**config.mk**
```make
export PLATFORM = sky130hd
export DESIGN_NAME = buck_startup_protection_sequencer
export DESIGN_NICKNAME = d
export VERILOG_FILES = /design/src/buck_seq_pkg.sv /design/src/pin_sync3.sv /design/src/gate_driver_phase.sv /design/src/buck_startup_protection_sequencer.sv
export SDC_FILE = /design/constraint.sdc
export NUM_CORES = 1
export LEC_CHECK = 0
export BUFFER_PORTS_ARGS = -buffer_cell sky130_fd_sc_hd__clkbuf_2
export CORE_ASPECT_RATIO = 1.4
export CORE_MARGIN = 2
export CORE_UTILIZATION = 30
export CTS_CLUSTER_DIAMETER = 100
export DETAILED_ROUTE_END_ITERATION = 10
export PLACE_DENSITY = 0.46
export SLEW_MARGIN = 10
export SYNTH_ARGS = -nofsm -noshare
export SYNTH_HDL_FRONTEND = slang
export SYNTH_SLANG_ARGS = --single-unit
```
**constraint.sdc**
```tcl
create_clock -name clk_sys -period 16 [get_ports clk_sys]
set_input_delay 0.8 -clock clk_sys [delete_from_list [all_inputs] [get_ports clk_sys]]
set_output_delay 0.8 -clock clk_sys [all_outputs]
set_load 0.02 [all_outputs]
```
**src/buck_seq_pkg.sv**
```systemverilog
// buck_seq_pkg: register map, field positions, reset values and timing constants
// assumes a 100 MHz system clock and a 300 kHz switching cycle made from it
package buck_seq_pkg;
   // register byte offsets
   localparam logic [7:0] ctrl_addr = 8'h00;
   localparam logic [7:0] status_addr = 8'h04;
   localparam logic [7:0] ramp_addr = 8'h08;
   localparam logic [7:0] ocset_addr = 8'h0c;
   localparam logic [7:0] count_addr = 8'h10;
   // control fields
   localparam int ctrl_soft_dis_bit = 0;
   localparam int ctrl_fixed_oc_bit = 1;
   localparam logic [31:0] ctrl_reset = 32'h0000_0000;
   localparam logic [31:0] bad_addr_data = 32'h0000_0000;
   // timing
   localparam int clk_hz = 100_000_000;
   localparam int sw_hz = 300_000;
   localparam int sw_div = clk_hz / sw_hz;
   localparam int hiccup_cycles = 2048;
   localparam int ss_cycles = 1530;
   localparam int ocset_min_us = 5500;
   localparam int ocset_min_cycles = (ocset_min_us * (sw_hz / 1000)) / 1000;
   localparam int ocset_span_cycles = 300;
   localparam int ref_bits = 12;
   localparam int oc_bits = 8;
   localparam int watchdog_cycles = 50;
   localparam logic [ref_bits-1:0] ref_full = 12'hfff;
   localparam logic [oc_bits-1:0] oc_fixed_code = 8'h80;
   // sequencer states
   typedef enum logic [2:0] {
      st_lockout, st_ocset, st_soft, st_run, st_off, st_disabled
   } seq_state_t;
   // switch phase within one cycle
   typedef enum logic [1:0] {
      ph_idle, ph_high, ph_dead_lo, ph_low
   } drv_phase_t;
endpackage : buck_seq_pkg

```
**src/pin_sync3.sv**
```systemverilog
// pin_sync3: three-stage synchroniser for one asynchronous comparator level
// assumes the level is quasi-static relative to clk_sys
`timescale 1ns/1ps
module pin_sync3 (
   // clock and reset
   input wire logic clk_sys,
   input wire logic sys_rst,
   // level in and out
   input wire logic din,
   output logic dout
);
   logic s1;
   logic s2;
   logic s3;
   // the first stage feeds only the second; change counts once stages two and three agree
   always_ff @(posedge clk_sys or posedge sys_rst) begin
      if (sys_rst) begin
         s1 <= 1'b0;
         s2 <= 1'b0;
         s3 <= 1'b0;
         dout <= 1'b0;
      end else begin
         s1 <= din;
         s2 <= s1;
         s3 <= s2;
         if (s2 == s3) begin
            dout <= s3;
         end
      end
   end
endmodule : pin_sync3

```
**src/gate_driver_phase.sv**
```systemverilog
// gate_driver_phase: adaptive dead-time for one switching leg
// assumes pwm_on is clk_sys-synchronous and sense inputs are already synchronised
`timescale 1ns/1ps
module gate_driver_phase #(
   parameter int wd_cycles = buck_seq_pkg::watchdog_cycles
) (
   // clock and reset
   input wire logic clk_sys,
   input wire logic sys_rst,
   // control
   input wire logic pwm_on,
   input wire logic low_allowed,
   input wire logic force_low,
   input wire logic all_off,
   // sensing
   input wire logic phase_low,
   input wire logic low_gate_low,
   // drive
   output logic high_en,
   output logic low_en,
   output logic watchdog_fire
);
   buck_seq_pkg::drv_phase_t ph;
   buck_seq_pkg::drv_phase_t next_ph;
   logic [7:0] wd_cnt;
   wire wd_done = (wd_cnt == 8'(wd_cycles));
   // low-side only after the node has fallen, or when the watchdog gives up waiting
   wire low_ok = phase_low || wd_done; // RL9 RL11
   always_comb begin
      next_ph = ph;
      unique case (ph)
         buck_seq_pkg::ph_idle: if (pwm_on && low_gate_low) next_ph = buck_seq_pkg::ph_high; // RL10
            else if (!pwm_on && low_allowed) next_ph = buck_seq_pkg::ph_dead_lo; // RL7
         buck_seq_pkg::ph_high: if (!pwm_on) next_ph = buck_seq_pkg::ph_dead_lo;
         buck_seq_pkg::ph_dead_lo: if (low_ok) next_ph = buck_seq_pkg::ph_low;
         buck_seq_pkg::ph_low: if (pwm_on) next_ph = buck_seq_pkg::ph_idle;
      endcase
      if (all_off || force_low) next_ph = buck_seq_pkg::ph_idle;
   end
   always_ff @(posedge clk_sys or posedge sys_rst) begin
      if (sys_rst) begin
         ph <= buck_seq_pkg::ph_idle;
         wd_cnt <= 8'h00;
         high_en <= 1'b0;
         low_en <= 1'b0;
         watchdog_fire <= 1'b0;
      end else begin
         ph <= next_ph;
         wd_cnt <= (ph == buck_seq_pkg::ph_dead_lo && !wd_done) ? wd_cnt + 8'h01 : 8'h00;
         high_en <= (next_ph == buck_seq_pkg::ph_high) && !force_low;
         // protections pass the startup inhibit, the loop does not
         low_en <= !all_off && (force_low || (next_ph == buck_seq_pkg::ph_low && low_allowed)); // RL8
         watchdog_fire <= (ph == buck_seq_pkg::ph_dead_lo) && wd_done && !phase_low; // RL11
      end
   end
   chk_high_needs_gate: assert property (@(posedge clk_sys) disable iff (sys_rst) // RL10
      $rose(high_en) |-> $past(low_gate_low) || $past(ph) == buck_seq_pkg::ph_high)
      else $error("high side on before low gate fell");
   chk_no_overlap: assert property (@(posedge clk_sys) disable iff (sys_rst) // RL9
      !(high_en && low_en))
      else $error("both switches on");
endmodule : gate_driver_phase

```
**src/buck_startup_protection_sequencer.sv**
```systemverilog
// buck_startup_protection_sequencer: startup, protection and gate sequencing of a buck leg
// assumes comparator levels arrive asynchronously; apb runs on clk_sys
// Function
// RL1: ramp reference zero to full in 5.1 ms
// RL2: switching cycle fixed at 300 kHz
// RL3: overcurrent in soft-start: residual plus 2048 off
// RL4: soft-start needs supply ok and programming done
// RL5: low side inhibited until high side switches
// RL6: pre-bias below: both off until ramp passes
// RL7: pre-bias above: low side enabled at ramp end
// RL8: protections force low side despite inhibit
// RL9: low side waits for switch node low
// RL10: high side waits for low gate low
// RL11: watchdog turns low side on anyway
// RL12: disable pin low: both off, source current
// RL13: pin release: full new soft-start
// RL14: external pull-down must overpower pin current
// RL15: compare low-side drop to stored threshold
// RL16: two consecutive events: 2048 cycles off
// RL17: persistent fault gives hiccup restart loop
// RL18: overcurrent trip set by external resistor
// RL19: after soft-start undervoltage: off 2048 cycles
// RL20: overvoltage forces low side, top priority
// RL21: threshold programming 5.5 to 6.5 ms
// RL22: comparator levels synchronised before use
// RL23: ramp is a digital code stepping per cycle
`timescale 1ns/1ps
module buck_startup_protection_sequencer #(
   parameter int ss_len = buck_seq_pkg::ss_cycles,
   parameter int off_len = buck_seq_pkg::hiccup_cycles,
   parameter int ocset_len = buck_seq_pkg::ocset_min_cycles
) (
   // clock and reset (reset held by supply lockout)
   input wire logic clk_sys,
   input wire logic sys_rst,
   // apb
   input wire logic psel,
   input wire logic penable,
   input wire logic pwrite,
   input wire logic [7:0] paddr,
   input wire logic [31:0] pwdata,
   output logic [31:0] prdata,
   output logic pready,
   output logic pslverr,
   // comparator levels, asynchronous
   input wire logic supply_lockout_ok,
   input wire logic phase_below_th,
   input wire logic low_gate_below_th,
   input wire logic oc_drop_over_th,
   input wire logic feedback_input_under,
   input wire logic feedback_input_over,
   input wire logic feedback_input_below_ref,
   input wire logic error_amp_output_disable_pin_low,
   input wire logic pwm_cmp,
   // programming sample from the external resistor
   input wire logic [7:0] ocset_sample,
   // outputs
   output logic high_side_switch,
   output logic low_side_switch,
   output logic disable_source_on,
   output logic ocset_sink_on,
   output logic [11:0] ref_code,
   output logic [7:0] oc_threshold
);
   // synchronised levels
   logic sup_ok;
   logic ph_low;
   logic lg_low;
   logic oc_raw;
   logic fb_uv;
   logic fb_ov;
   logic fb_below;
   logic dis_low;
   logic pwm_s;
   logic [8:0] sync_out;
   wire [8:0] sync_in = {supply_lockout_ok, phase_below_th, low_gate_below_th, oc_drop_over_th,
      feedback_input_under, feedback_input_over, feedback_input_below_ref,
      error_amp_output_disable_pin_low, pwm_cmp};
   genvar gi;
   generate
      for (gi = 0; gi < 9; gi++) begin : g_sync
         pin_sync3 u_sync (
            .clk_sys(clk_sys),
            .sys_rst(sys_rst),
            .din(sync_in[gi]),
            .dout(sync_out[gi])
         ); // RL22
      end
   endgenerate
   assign {sup_ok, ph_low, lg_low, oc_raw, fb_uv, fb_ov, fb_below, dis_low, pwm_s} = sync_out;

   // switching cycle tick
   logic [8:0] div_cnt;
   wire cyc_tick = (div_cnt == 9'(buck_seq_pkg::sw_div - 1)); // RL2
   wire pwm_window = (div_cnt < 9'(buck_seq_pkg::sw_div * 4 / 5)); // max duty limit

   // state
   buck_seq_pkg::seq_state_t st;
   buck_seq_pkg::seq_state_t next_st;
   logic [11:0] ss_cnt;
   logic [12:0] off_cnt;
   logic [12:0] off_load;
   logic [11:0] prog_cnt;
   logic prog_done;
   logic hs_started;
   logic oc_prev;
   logic oc_this;
   logic [31:0] ctrl;
   logic [15:0] oc_trips;
   logic wd_pulse;
   logic drv_hi;
   logic drv_lo;

   wire soft_dis = ctrl[buck_seq_pkg::ctrl_soft_dis_bit];
   wire use_fixed = ctrl[buck_seq_pkg::ctrl_fixed_oc_bit];
   wire ss_done = (ss_cnt == 12'(ss_len));
   wire [11:0] ss_left = 12'(ss_len) - ss_cnt;
   wire oc_now = oc_this || (drv_lo && oc_raw); // RL15
   wire oc_trip = cyc_tick && oc_now && oc_prev; // RL16
   wire uv_trip = (st == buck_seq_pkg::st_run) && fb_uv; // RL19
   wire disabled_req = dis_low || soft_dis; // RL12
   wire off_done = (off_cnt == 13'h0000);
   wire ov_active = prog_done && fb_ov; // RL20
   wire [11:0] prog_time = 12'(32'(ocset_len) + 32'(ocset_sample) *
      32'(buck_seq_pkg::ocset_span_cycles) / 32'h0000_00ff);
   wire switching = (st == buck_seq_pkg::st_soft) || (st == buck_seq_pkg::st_run);
   // loop only switches once the ramp has passed the pre-biased output
   wire loop_on = switching && fb_below && pwm_s && pwm_window; // RL6
   // low side held off during ramp until high side has switched, released at ramp end
   wire ls_allow = (st == buck_seq_pkg::st_run) || hs_started; // RL5 RL7
   // off time after soft-start trip is 2048 plus residual ramp time, residual capped at 2048
   always_comb begin
      off_load = 13'(off_len);
      if (st == buck_seq_pkg::st_soft) begin
         off_load = 13'(off_len) + ((ss_left > 12'(off_len)) ? 13'(off_len) : {1'b0, ss_left}); // RL3
      end
   end

   always_comb begin
      next_st = st;
      unique case (st)
         buck_seq_pkg::st_lockout: if (sup_ok) next_st = buck_seq_pkg::st_ocset;
         buck_seq_pkg::st_ocset: if (prog_done) next_st = buck_seq_pkg::st_soft;
         buck_seq_pkg::st_soft: begin
            if (oc_trip) next_st = buck_seq_pkg::st_off; // RL3
            else if (ss_done) next_st = buck_seq_pkg::st_run;
         end
         buck_seq_pkg::st_run: if (oc_trip || uv_trip) next_st = buck_seq_pkg::st_off; // RL16 RL19
         buck_seq_pkg::st_off: if (off_done) next_st = buck_seq_pkg::st_soft; // RL17
         buck_seq_pkg::st_disabled: if (!disabled_req) next_st = buck_seq_pkg::st_soft; // RL13
      endcase
      if (!sup_ok) next_st = buck_seq_pkg::st_lockout; // RL4
      else if (prog_done && disabled_req && st != buck_seq_pkg::st_ocset)
         next_st = buck_seq_pkg::st_disabled;
   end

   always_ff @(posedge clk_sys or posedge sys_rst) begin
      if (sys_rst) begin
         div_cnt <= 9'h000;
         st <= buck_seq_pkg::st_lockout;
      end else begin
         div_cnt <= cyc_tick ? 9'h000 : div_cnt + 9'h001;
         st <= next_st;
      end
   end

   // ramp counter and reference code
   always_ff @(posedge clk_sys or posedge sys_rst) begin
      if (sys_rst) begin
         ss_cnt <= 12'h000;
         ref_code <= 12'h000;
      end else begin
         if (st != buck_seq_pkg::st_soft && next_st == buck_seq_pkg::st_soft) begin
            ss_cnt <= 12'h000; // RL13
         end else if (st == buck_seq_pkg::st_soft && cyc_tick && !ss_done) begin
            ss_cnt <= ss_cnt + 12'h001; // RL23
         end
         ref_code <= (st == buck_seq_pkg::st_run) ? buck_seq_pkg::ref_full :
            (st == buck_seq_pkg::st_soft) ?
            12'(({12'h000, ss_cnt} * 24'(buck_seq_pkg::ref_full)) / 24'(ss_len)) : 12'h000; // RL1
      end
   end

   // threshold programming and off timer
   always_ff @(posedge clk_sys or posedge sys_rst) begin
      if (sys_rst) begin
         prog_cnt <= 12'h000;
         prog_done <= 1'b0;
         oc_threshold <= 8'h00;
         off_cnt <= 13'h0000;
      end else begin
         if (st == buck_seq_pkg::st_ocset && cyc_tick && !prog_done) begin
            prog_cnt <= prog_cnt + 12'h001; // RL21
            if (prog_cnt == prog_time) begin
               prog_done <= 1'b1;
               oc_threshold <= use_fixed ? buck_seq_pkg::oc_fixed_code : ocset_sample; // RL18
            end
         end
         if (next_st == buck_seq_pkg::st_off && st != buck_seq_pkg::st_off) begin
            off_cnt <= off_load;
         end else if (st == buck_seq_pkg::st_off && cyc_tick && !off_done) begin
            off_cnt <= off_cnt - 13'h0001;
         end
      end
   end

   // overcurrent events per cycle, startup inhibit release
   always_ff @(posedge clk_sys or posedge sys_rst) begin
      if (sys_rst) begin
         oc_this <= 1'b0;
         oc_prev <= 1'b0;
         hs_started <= 1'b0;
         oc_trips <= 16'h0000;
      end else begin
         if (cyc_tick) begin
            oc_prev <= oc_now;
            oc_this <= 1'b0;
         end else if (drv_lo && oc_raw) begin
            oc_this <= 1'b1; // RL15
         end
         if (!switching) hs_started <= 1'b0;
         else if (drv_hi) hs_started <= 1'b1;
         if (oc_trip && switching) oc_trips <= oc_trips + 16'h0001;
      end
   end

   wire all_off = !switching && !ov_active; // RL12 RL16
   gate_driver_phase u_drv (
      .clk_sys(clk_sys),
      .sys_rst(sys_rst),
      .pwm_on(loop_on && !ov_active),
      .low_allowed(ls_allow),
      .force_low(ov_active), // RL20 RL8
      .all_off(all_off),
      .phase_low(ph_low),
      .low_gate_low(lg_low),
      .high_en(drv_hi),
      .low_en(drv_lo),
      .watchdog_fire(wd_pulse)
   );

   always_ff @(posedge clk_sys or posedge sys_rst) begin
      if (sys_rst) begin
         high_side_switch <= 1'b0;
         low_side_switch <= 1'b0;
         disable_source_on <= 1'b0;
         ocset_sink_on <= 1'b0;
      end else begin
         high_side_switch <= drv_hi;
         low_side_switch <= drv_lo;
         disable_source_on <= (st == buck_seq_pkg::st_disabled); // RL12 RL14
         ocset_sink_on <= (st == buck_seq_pkg::st_ocset);
      end
   end

   // apb slave, zero wait states
   wire apb_acc = psel && penable;
   wire apb_wr = apb_acc && pwrite && (paddr == buck_seq_pkg::ctrl_addr);
   wire [31:0] status_word = {24'h0, wd_pulse, fb_ov, fb_uv, hs_started, prog_done, 3'(st)};
   wire hit = (paddr == buck_seq_pkg::ctrl_addr) || (paddr == buck_seq_pkg::status_addr) ||
      (paddr == buck_seq_pkg::ramp_addr) || (paddr == buck_seq_pkg::ocset_addr) ||
      (paddr == buck_seq_pkg::count_addr);
   wire [31:0] rd_mux = (paddr == buck_seq_pkg::ctrl_addr) ? ctrl :
      (paddr == buck_seq_pkg::status_addr) ? status_word :
      (paddr == buck_seq_pkg::ramp_addr) ? {20'h0, ref_code} :
      (paddr == buck_seq_pkg::ocset_addr) ? {24'h0, oc_threshold} :
      (paddr == buck_seq_pkg::count_addr) ? {16'h0, oc_trips} : buck_seq_pkg::bad_addr_data;
   always_ff @(posedge clk_sys or posedge sys_rst) begin
      if (sys_rst) begin
         ctrl <= buck_seq_pkg::ctrl_reset;
         prdata <= 32'h0000_0000;
         pready <= 1'b0;
         pslverr <= 1'b0;
      end else begin
         if (apb_wr && pready) ctrl <= {30'h0, pwdata[1:0]};
         pready <= psel && !pready;
         pslverr <= psel && !pready && !hit;
         prdata <= (psel && !pready && !pwrite) ? rd_mux : 32'h0000_0000;
      end
   end

   chk_off_no_drive: assert property (@(posedge clk_sys) disable iff (sys_rst) // RL16
      (st == buck_seq_pkg::st_off) && !ov_active |=> ##1 !high_side_switch && !low_side_switch)
      else $error("switch on during off time");
   chk_soft_needs_prog: assert property (@(posedge clk_sys) disable iff (sys_rst) // RL4
      $rose(st == buck_seq_pkg::st_soft) |-> prog_done && $past(sup_ok))
      else $error("soft-start without programming");
   chk_inhibit_low: assert property (@(posedge clk_sys) disable iff (sys_rst) // RL5
      drv_lo && !$past(ov_active) |-> $past(ls_allow))
      else $error("low side during inhibit");
   chk_ov_forces_low: assert property (@(posedge clk_sys) disable iff (sys_rst) // RL20
      ov_active [*3] |-> low_side_switch && !high_side_switch)
      else $error("overvoltage not forcing low side");
   chk_disable_off: assert property (@(posedge clk_sys) disable iff (sys_rst) // RL12
      st == buck_seq_pkg::st_disabled |=> disable_source_on)
      else $error("disable source not on");
   chk_ref_zero_start: assert property (@(posedge clk_sys) disable iff (sys_rst) // RL1
      $rose(st == buck_seq_pkg::st_soft) |=> ref_code == 12'h000)
      else $error("ramp did not restart at zero");
   chk_off_load: assert property (@(posedge clk_sys) disable iff (sys_rst) // RL3
      $rose(st == buck_seq_pkg::st_off) |-> off_cnt >= 13'(off_len))
      else $error("off time shorter than 2048");
   chk_oc_two: assert property (@(posedge clk_sys) disable iff (sys_rst) // RL16
      oc_trip && switching && sup_ok && !disabled_req |=> st == buck_seq_pkg::st_off)
      else $error("trip did not stop switching");
   cov_soft_run: cover property (@(posedge clk_sys) $rose(st == buck_seq_pkg::st_run));
   cov_hiccup: cover property (@(posedge clk_sys) $rose(st == buck_seq_pkg::st_off));
   cov_disable: cover property (@(posedge clk_sys) $rose(st == buck_seq_pkg::st_disabled));
endmodule : buck_startup_protection_sequencer

```
==> results of run 1 <==
-- synth_stat cells (all sizes together), types with 7 or more instances --
library cell,count
inv,181
a31oi,35
mux2,20
nand2,159
and3,35
a221oi,10
nor3b,7
maj3,15
a21boi,11
o21ai,114
or3,17
or2,17
a21o,26
o311ai,10
clkbuf,37
a311oi,7
o31ai,18
o211ai,24
nor2,173
o221ai,7
a21oi,142
nor2b,25
o22ai,17
and2,24
a211oi,28
nor3,71
buf,35
nand2b,23
fa,73
ha,129
o21a,18
mux2i,24
xnor2,122
a22oi,14
and4,7
or4,10
dfrtp,162
xor2,60
nand3,72
nand4,39
nor4,21
a2bb2oi,8
o211a,8
-- flip-flops by register name, indices dropped and copies added (netlist names), 2 cells and up --
signal	flops
ref_code	12
div_cnt	9
oc_trips	16
st	3
g_sync.u_sync.s3	9
u_drv.wd_cnt	8
g_sync.u_sync.s1	9
off_cnt	13
g_sync.u_sync.dout	9
ss_cnt	12
prog_cnt	12
ctrl	2
prdata	16
u_drv.ph	2
g_sync.u_sync.s2	9
oc_threshold	8
-- repair_timing --
action | 4_1_cts | 5_1_grt
pin swaps | 4 | 38
gates resized for setup | 9 | 120
endpoints found under the setup margin | 1 | 11
hold buffers | 0 | 0
buffers inserted | 3 | 23
-- layout make-up --
type | instances | area, sq um
Sequential cell | 162 | 4060
Tap cell | 817 | 1020
Multi-Input combinational cell | 1762 | 13900
Timing Repair Buffer | 422 | 2990
Inverter | 181 | 684
Clock buffer | 17 | 425
Fill cell | 6230 | 37400
Clock inverter | 15 | 213
-- path summary, 6_finish.rpt --
check | from | to | slack (ns) | depth (start not counted)
worst max-delay path | ss_cnt[4]$_DFFE_PP0P_ | ref_code[0]$_DFF_PP0_ | 0.70 | 63
worst min-delay path | g_sync[5].u_sync.s1$_DFF_PP0_ | g_sync[5].u_sync.s2$_DFF_PP0_ | 0.35 | 0
max in group asynchronous | sys_rst | oc_trips[13]$_DFFE_PP0P_ | 14.13 | 3
worst max register to register | ss_cnt[4]$_DFFE_PP0P_ | ref_code[0]$_DFF_PP0_ | 0.70 | 63
min in group asynchronous | sys_rst | u_drv.wd_cnt[1]$_DFF_PP0_ | 0.59 | 2
worst min register to register | g_sync[5].u_sync.s1$_DFF_PP0_ | g_sync[5].u_sync.s2$_DFF_PP0_ | 0.35 | 0
-- routing by layer --
metal  wire, um  up-vias  track usage (%)
met5          0        -                0
met4       1280        0             4.98
met3       1120       84             1.26
met2      28800      276             33.5
met1      21900     8279             19.0
li1           -     8565                -
-- where the power goes --
group | internal, W | switching, W | total (W) | leakage [nW]
Sequential | 0.000416 | 0.00000550 | 0.000421 | 2.15
Combinational | 0.000234 | 0.000373 | 0.000608 | 8.18
Clock | 0.000253 | 0.000190 | 0.000443 | 0.310
-- kinds of logic (layout without fill, tap and decap cells) --
logic type / Yosys count / in the layout
other: 1 / 16
multiplexers: 44 / 44
AO/OA/AOI/OAI: 583 / 583
buffers and inverters: 253 / 635
adder cells (fa/ha/maj): 217 / 217
flip-flops: 162 / 162
AND/OR/NAND/NOR: 720 / 720
XOR/XNOR: 182 / 182
-- through the flow --
stage          power (W)  hold WS (ns)  area, sq um
4_1_cts          0.00148         0.354        22500
2_1_floorplan   0.000893         0.331        18300
3_3_place_gp     0.00101         0.337        21800
3_5_place_dp     0.00102         0.336        21800
5_1_grt          0.00158         0.362        23300
6_report         0.00147         0.351        23300
==> reports/results.ini, run 1 <==
[floorplanning]
fp.dieW_um=213
fp.coreArea_sq_mm=0.0606
boundaryPins=120
fp.dieArea_sq_mm=0.0630
die_height_um=296
rows=107
initial_core_util_pct=30.2

[synthesis]
synthDominantCellAreaShare_pct=22.2
synth-edff-count=0
yosys-top-cells-area=dfrtp_1, ha_1, fa_1
post_synth_num_cell_types=126
yosys.area.top_type=dfrtp_1
synthAdderAreaFrac_pct=17.6
postSynthAreaPerCell_sq_um=8.46
yosys.area_share.simple_pct=20.2
synthCells=2162
synth_xor_area_share_pct=8.84
synth_mux_area_share_pct=2.61
synth-seq-area-share_pct=22.2
syn_area_sq_mm=0.0183
synth_compound_area_share_pct=22.8
async_flop_share_pct=100
synth_flop_cell=dfrtp_1
synth_top_family_by_area=compound AO/OA/AOI/OAI gates
ys_warn_count=0
ys_ff_latch=162

[detailed_routing]
drtIter0Drc=793
viasPerCell=5.10
num_vias=17200
drtAntennaViolNets=0
wirelength_mm=53.2
avgRoutedWirePerCell_um=15.7
drc=0
first_pass_iters=5

[critical_path]
cp_num_buf_inv=16
path_max_fanout=8
crit_family=compound AO/OA/AOI/OAI gates
crit_arrival_ns=15.58
slowest_delay_ns=0.58
cp_data_required_time_ns=16.28
crit_type=reg -> reg
critPathCaptureType=flip-flop
crit_path_start_kind=flip-flop
slowest_stage=fa_1
cp_common_cell=buf_4

[timing]
fin_tns_setup_ns=0
hold_viol=0
fmax_mhz=65.4
setup_viol=0
worst_pin_slew_ns=1.09
rsz0062_at_grt=true
slew_violations=0
skew_ns=0.0166
fin_ws_ns=0.703
fin_crit_sh_pct=95.6
relSlewSlack_pct=27.3
finalCriticalPeriod_ns=15.30

[placed_design]
post-dp-hpwl_mm=43.5
dp_worst_setup_slack_ns=-0.000952
dp_cells=3318
numPortBuffers=73
place_congestion=0.864

[clocking]
numCtsBuffers=17
clockBufferDepth=2
root_buffer=clkbuf_16
path_clk_slew_ns=0.07
cts_tree=done
insertion_delay_ns=0.45
cts-htree-levels=4
clock_sinks=162

[finish]
postLayoutCoreUtil_pct=38.4
final_layout_size_suffix_gt1_share_pct=25.6
syn_to_final_growth_pct=27.3
nets=2810
stdcell_count=3376
diodes=0
mostFrequentLayoutCells=buf_4, inv_1, nor2_1
layout.cells.most_common=buf_4

[global_routing]
grt_max_degree=111
grt_antenna_before_repair=0
grt.overflow.total=0
grt_pass1_wl_mm=87.5
grt_use_total_pct=16.9
grt_pass1_vias=17700

[hold_path]
hold_class=reg -> reg

[pwr]
power.leakage_nw=10.6
ir_drop_uv=71.2
power.density_mw_per_mm2=63.2

[run]
drv_cap=0

[outcome]
status=finished clean

Note: power is estimated with default switching activity, not from simulation.
==> inputs of run 2 (changes only) <==
BUFFER_PORTS_ARGS = unset   (was -buffer_cell sky130_fd_sc_hd__clkbuf_2)
DONT_BUFFER_PORTS = 1   (was unset)
PLACE_DENSITY = 0.45   (was 0.46)
==> run 2 against run 1 <==
Compared with the run above: largest cell class unchanged; cell count shrank 2.3%; clock power hardly changed; clock skew shrank 0.0029 ns; sequential power hardly changed; combinational power down 3.9%; global-route usage rose by 0.35 points.
==> reports/results.ini, run 2 (synthesized netlist as in run 1, its figures left out) <==
[floorplanning]
initial_core_util_pct=30.2  ; unchanged
boundaryPins=120  ; unchanged
die_height_um=296  ; unchanged
fp.dieArea_sq_mm=0.0630  ; unchanged
fp.dieW_um=213  ; unchanged
fp.coreArea_sq_mm=0.0606  ; unchanged
rows=107  ; unchanged

[critical_path]
path_max_fanout=9  ; +1
crit_type=reg -> reg
slowest_delay_ns=0.61  ; +0.03 ns
slowest_stage=or4_4
cp_data_required_time_ns=16.33  ; +0.05 ns
crit_path_start_kind=flip-flop
cp_common_cell=buf_4
critPathCaptureType=flip-flop
crit_arrival_ns=15.65  ; +0.07 ns

[timing]
hold_viol=0  ; unchanged
relSlewSlack_pct=21.5  ; -5.8 points
slew_violations=0  ; unchanged
whs_ns=0.351  ; -0.000191 ns
rsz0062_at_grt=true
fin_ws_ns=0.675  ; -0.0278 ns
fin_crit_sh_pct=95.8  ; +0.17 points
finalCriticalPeriod_ns=15.33  ; +0.0278 ns
worst_pin_slew_ns=1.17  ; +0.0863 ns
skew_ns=0.0137  ; -0.00288 ns
fmax_mhz=65.3  ; -0.18%
setup_viol=0  ; unchanged

[pwr]
ir_drop_uv=95.2  ; +34%
power.density_mw_per_mm2=63.6  ; +0.55%
power.leakage_nw=10.3  ; -2.7%
power_w=0.00145  ; -1.5%

[global_routing]
grt_pass1_wl_mm=88.9  ; +1.6%
grt_pass1_vias=17600  ; -0.49%
grt_antenna_before_repair=0  ; unchanged
grt.overflow.total=0  ; unchanged
grt_max_degree=103  ; -7.2%
grt_use_total_pct=17.3  ; +0.35 points

[clocking]
clockBufferDepth=2  ; unchanged
path_clk_slew_ns=0.07  ; about the same
insertion_delay_ns=0.45  ; about the same
cts-htree-levels=4  ; unchanged
clock_sinks=162  ; unchanged
cts_tree=done
root_buffer=clkbuf_16
numCtsBuffers=17  ; unchanged
postCtsHoldBufs=0  ; unchanged

[detailed_routing]
avgRoutedWirePerCell_um=16.3  ; +3.6%
drtIter0Drc=742  ; -6.4%
first_pass_iters=5  ; unchanged
drc=0  ; unchanged
viasPerCell=5.14  ; +0.85%
drtAntennaViolNets=0  ; unchanged
num_vias=16900  ; -1.5%
wirelength_mm=53.8  ; +1.1%

[placed_design]
dp_worst_setup_slack_ns=0.0610  ; +0.0619 ns
numPortBuffers=0  ; -100%
place_congestion=0.840  ; -2.7%
post-dp-hpwl_mm=44.1  ; +1.3%

[finish]
mostFrequentLayoutCells=buf_4, inv_1, nor2_1
seq_area_sq_mm=0.00406  ; about the same
top_regs=oc_trips (16), prdata (16), off_cnt (13)
final.fill_count=6316  ; +1.4%
syn_to_final_growth_pct=24.7
diodes=0  ; unchanged
layout.cells.most_common=buf_4
final_layout_size_suffix_gt1_share_pct=22.4  ; -3.2 points
nets=2731  ; -2.8%
multi_input_area_sq_mm=0.0138  ; -0.44%

[hold_path]
hold_class=reg -> reg

[outcome]
status=finished clean

[run]
drv_cap=0  ; unchanged

[run 2: changes by cell type in the layout (fill, tap and decap cells not counted), sizes merged]
cell,before,now
clkinv,4,2
clkinvlp,1,2
clkbuf,90,18
buf,349,343
[run 2: worst max-delay path: cells and delay by family, from the launching register on]
kind | cells | cell delay [ns]
adder cells (fa/ha/maj) | 6 | 3.07
flip-flops | 1 | 0.44
AO/OA/AOI/OAI | 26 | 6.12
multiplexers | 1 | 0.26
AND/OR/NAND/NOR | 13 | 3.56
XOR/XNOR | 1 | 0.18
buffers and inverters | 10 | 1.55
[run 2: area by class of cell]
type                       count  share of cell area [%]
clock buffer                  18                    1.93
sequential                   162                    17.8
inverter                     181                    3.00
multi-input combinational   1762                    60.6
clock inverter                14                   0.834
timing repair buffer         343                    11.3
tap                          817                    4.48
[run 2: layer usage]
layer | GRT usage, % | share of wire [%] | vias to the layer above
met2 | 35.1 | 56 | 243
li1 | - | - | 8422
met1 | 18.5 | 40 | 8208
met3 | 1.40 | 2.1 | 72
met4 | 5.46 | 2.4 | 0
met5 | 0 | 0 | -
[run 2: through the flow]
stage                     cells  TNS [ns]  util [%]  instance area, sq um
after global routing       3297    -0.116      37.6                 22800
after detailed placement   3242         0      35.3                 21400
after global placement     3242         0      35.3                 21400
after CTS                  3274         0      36.4                 22100
after floorplan            2177         0         -                 18300
final                      3297         0      37.6                 22800
[run 2: timing repair]
action	4_1_cts	5_1_grt
setup endpoints to repair	0	12
hold endpoints to repair	0	0
resized for setup	0	108
setup buffers	0	23
[run 2: power by group]
group | switching [W] | internal, W | total [W]
combinational | 0.000361 | 0.000223 | 0.000584
clock | 0.000189 | 0.000255 | 0.000444
sequential | 0.00000628 | 0.000416 | 0.000422
total | 0.000556 | 0.000894 | 0.00145
[run 2: worst paths after layout]
kind	end	slack, ns	from	cells past startpoint
setup / recovery	ref_code[0]$_DFF_PP0_	0.67	ss_cnt[3]$_DFFE_PP0P_	57
hold / removal	g_sync[8].u_sync.s2$_DFF_PP0_	0.35	g_sync[8].u_sync.s1$_DFF_PP0_	0
setup reg to reg	ref_code[0]$_DFF_PP0_	0.67	ss_cnt[3]$_DFFE_PP0P_	57
hold reg to reg	g_sync[8].u_sync.s2$_DFF_PP0_	0.35	g_sync[8].u_sync.s1$_DFF_PP0_	0
max in group asynchronous	prog_cnt[10]$_DFFE_PP0P_	14.22	sys_rst	2
min in group asynchronous	g_sync[0].u_sync.s1$_DFF_PP0_	0.41	sys_rst	1
==> inputs of run 3 (changes only) <==
MAX_ROUTING_LAYER = met4   (was unset)
==> run 3 against run 2 <==
Compared with the run above: total power barely moved; critical endpoint unchanged; register-to-register slack got worse by 0.03 ns; combinational power hardly changed; die area unchanged; sequential power barely moved; first-iteration DRC count grew 0.81%; via count about the same; non-clock buffer count rose by 1; cell count about the same; maximum frequency decreased by 0.22%; core utilization is 0.15 points higher.
==> reports/results.ini, run 3 (synthesized netlist as in run 1, its figures left out) <==
[placed_design]
dp_worst_setup_slack_ns=0.0610  ; unchanged
place_congestion=0.855  ; +1.8%
post-dp-hpwl_mm=44.1  ; unchanged
numPortBuffers=0  ; unchanged
postPlaceCellArea_sq_mm=0.0214  ; unchanged

[clocking]
root_buffer=clkbuf_16
clockBufferDepth=2  ; unchanged
postCtsHoldBufs=0  ; unchanged
numCtsBuffers=17  ; unchanged
cts_tree=done
cts-htree-levels=4  ; unchanged
insertion_delay_ns=0.45  ; about the same
path_clk_slew_ns=0.07  ; about the same
clock_sinks=162  ; unchanged

[timing]
whs_ns=0.351  ; -0.000296 ns
slew_violations=0  ; unchanged
setup_viol=0  ; unchanged
relSlewSlack_pct=20.7  ; -0.78 points
hold_viol=0  ; unchanged
fin_crit_sh_pct=96.0  ; +0.22 points
fmax_mhz=65.1  ; -0.22%
worst_pin_slew_ns=1.18  ; +0.0117 ns
finalCriticalPeriod_ns=15.36  ; +0.0344 ns
rsz0062_at_grt=true
fin_ws_ns=0.640  ; -0.0344 ns
skew_ns=0.0124  ; -0.00129 ns

[pwr]
power.density_mw_per_mm2=63.3  ; -0.37%
power.leakage_nw=10.4  ; +0.44%
ir_drop_uv=95.5  ; +0.32%
power_w=0.00145  ; about the same

[critical_path]
r2r-start=ss_cnt[3]$_DFFE_PP0P_
slowest_stage=fa_1
cp_data_required_time_ns=16.33  ; about the same
reg2regPathDepth=55  ; -3.5%
crit_arrival_ns=15.69  ; +0.04 ns
crit_type=reg -> reg
rrSetupSlack_ns=0.64  ; -0.03 ns
reg2reg_to=ref_code[0]$_DFF_PP0_
cp_common_cell=buf_4
critPathCaptureType=flip-flop
crit_path_start_kind=flip-flop
path_max_fanout=9  ; unchanged
slowest_delay_ns=0.55  ; -0.06 ns

[floorplanning]
rows=107  ; unchanged
die_height_um=296  ; unchanged
fp.coreArea_sq_mm=0.0606  ; unchanged
fp.dieW_um=213  ; unchanged
fp.dieArea_sq_mm=0.0630  ; unchanged
initial_core_util_pct=30.2  ; unchanged
boundaryPins=120  ; unchanged

[detailed_routing]
wirelength_mm=53.9  ; +0.34%
avgRoutedWirePerCell_um=16.4  ; +0.31%
drtAntennaViolNets=0  ; unchanged
first_pass_iters=5  ; unchanged
drtIter0Drc=748  ; +0.81%
drc=0  ; unchanged
viasPerCell=5.14  ; about the same
num_vias=17000  ; +0.047%

[finish]
fin_area_sq_mm=0.0229  ; +0.41%
seq_area_sq_mm=0.00406  ; unchanged
nets=2732  ; +0.037%
final.fill_count=6304  ; -0.19%
diodes=0  ; unchanged
mostFrequentLayoutCells=buf_4, inv_1, nor2_1
layout.cells.most_common=buf_4
final_layout_size_suffix_gt1_share_pct=22.7  ; +0.35 points
multi_input_area_sq_mm=0.0139  ; +0.62%
top_regs=oc_trips (16), prdata (16), off_cnt (13)
postLayoutCoreUtil_pct=37.8  ; +0.15 points
syn_to_final_growth_pct=25.2

[global_routing]
grt_pass1_vias=17600  ; -0.057%
grt_use_total_pct=17.8  ; +0.52 points
grt_antenna_before_repair=0  ; unchanged
grt_pass1_wl_mm=88.9  ; about the same
grt.overflow.total=0  ; unchanged
grt_max_degree=103  ; unchanged

[hold_path]
worstHoldEndpoint=g_sync[8].u_sync.s2$_DFF_PP0_
hold_start=g_sync[8].u_sync.s1$_DFF_PP0_
min_path_cells=0  ; unchanged
hold_class=reg -> reg

[outcome]
status=finished clean

[run]
drv_cap=0  ; unchanged

-- run 3: changes by cell type in the layout (fill, tap and decap cells not counted), sizes merged --
cell / before / now
buf: 343 / 344
-- run 3: worst max path at each step --
stage | from | endpoint | slack, ns | depth (start not counted)
4_1_cts | ss_cnt[5]$_DFFE_PP0P_ | ref_code[0]$_DFF_PP0_ | 0.04 | 57
2_1_floorplan | ss_cnt[3]$_DFFE_PP0P_ | ref_code[0]$_DFF_PP0_ | 1.28 | 53
5_1_grt | ss_cnt[3]$_DFFE_PP0P_ | ref_code[0]$_DFF_PP0_ | -0.16 | 57
3_3_place_gp | ss_cnt[6]$_DFFE_PP0P_ | ref_code[0]$_DFF_PP0_ | 0.20 | 55
3_5_place_dp | ss_cnt[6]$_DFFE_PP0P_ | ref_code[0]$_DFF_PP0_ | 0.06 | 52
6_report | ss_cnt[3]$_DFFE_PP0P_ | ref_code[0]$_DFF_PP0_ | 0.64 | 55
-- run 3: final cells by class --
cell class,instances,share of cell area (%)
Clock buffer,18,1.92
Tap cell,817,4.46
Inverter,181,2.99
Sequential cell,162,17.7
Clock inverter,14,0.830
Timing Repair Buffer,344,11.3
Multi-Input combinational cell,1762,60.8
-- run 3: repair_timing --
item | CTS | global route
setup buffers | 0 | 24
setup endpoints to repair | 0 | 12
gates resized for setup | 0 | 122
-- run 3: power breakdown --
group          switching [W]  internal [W]  total (W)
logic               0.000362      0.000223   0.000585
clock network       0.000189      0.000255   0.000444
registers         0.00000633      0.000416   0.000422
total               0.000557      0.000894    0.00145
-- run 3: metal layers --
metal / share of wire (%) / up-vias / global-route usage (%)
li1: - / 8419 / -
met1: 40 / 8219 / 18.5
met2: 56 / 247 / 35.1
met3: 2.1 / 68 / 1.41
met4: 2.4 / 0 / 5.41
met5: 0 / - / -
-- run 3: metrics by stage --
| stage | std cells | TNS [ns] |
|---|---|---|
| 3_3_place_gp | 3242 | 0 |
| 5_1_grt | 3298 | -0.163 |
| 3_5_place_dp | 3242 | 0 |
| 4_1_cts | 3274 | 0 |
| 6_report | 3298 | 0 |
| 2_1_floorplan | 2177 | 0 |
-- run 3: worst max-delay path, delay by kind of cell (launching register included) --
family,cells,cell delay [ns]
adders and majority gates,6,3.07
muxes,1,0.26
xor gates and xnor gates,1,0.13
DFF,1,0.44
AOI/OAI and AO/OA,26,6.62
buffers and inverters,10,1.57
and+or+nand+nor,11,3.12
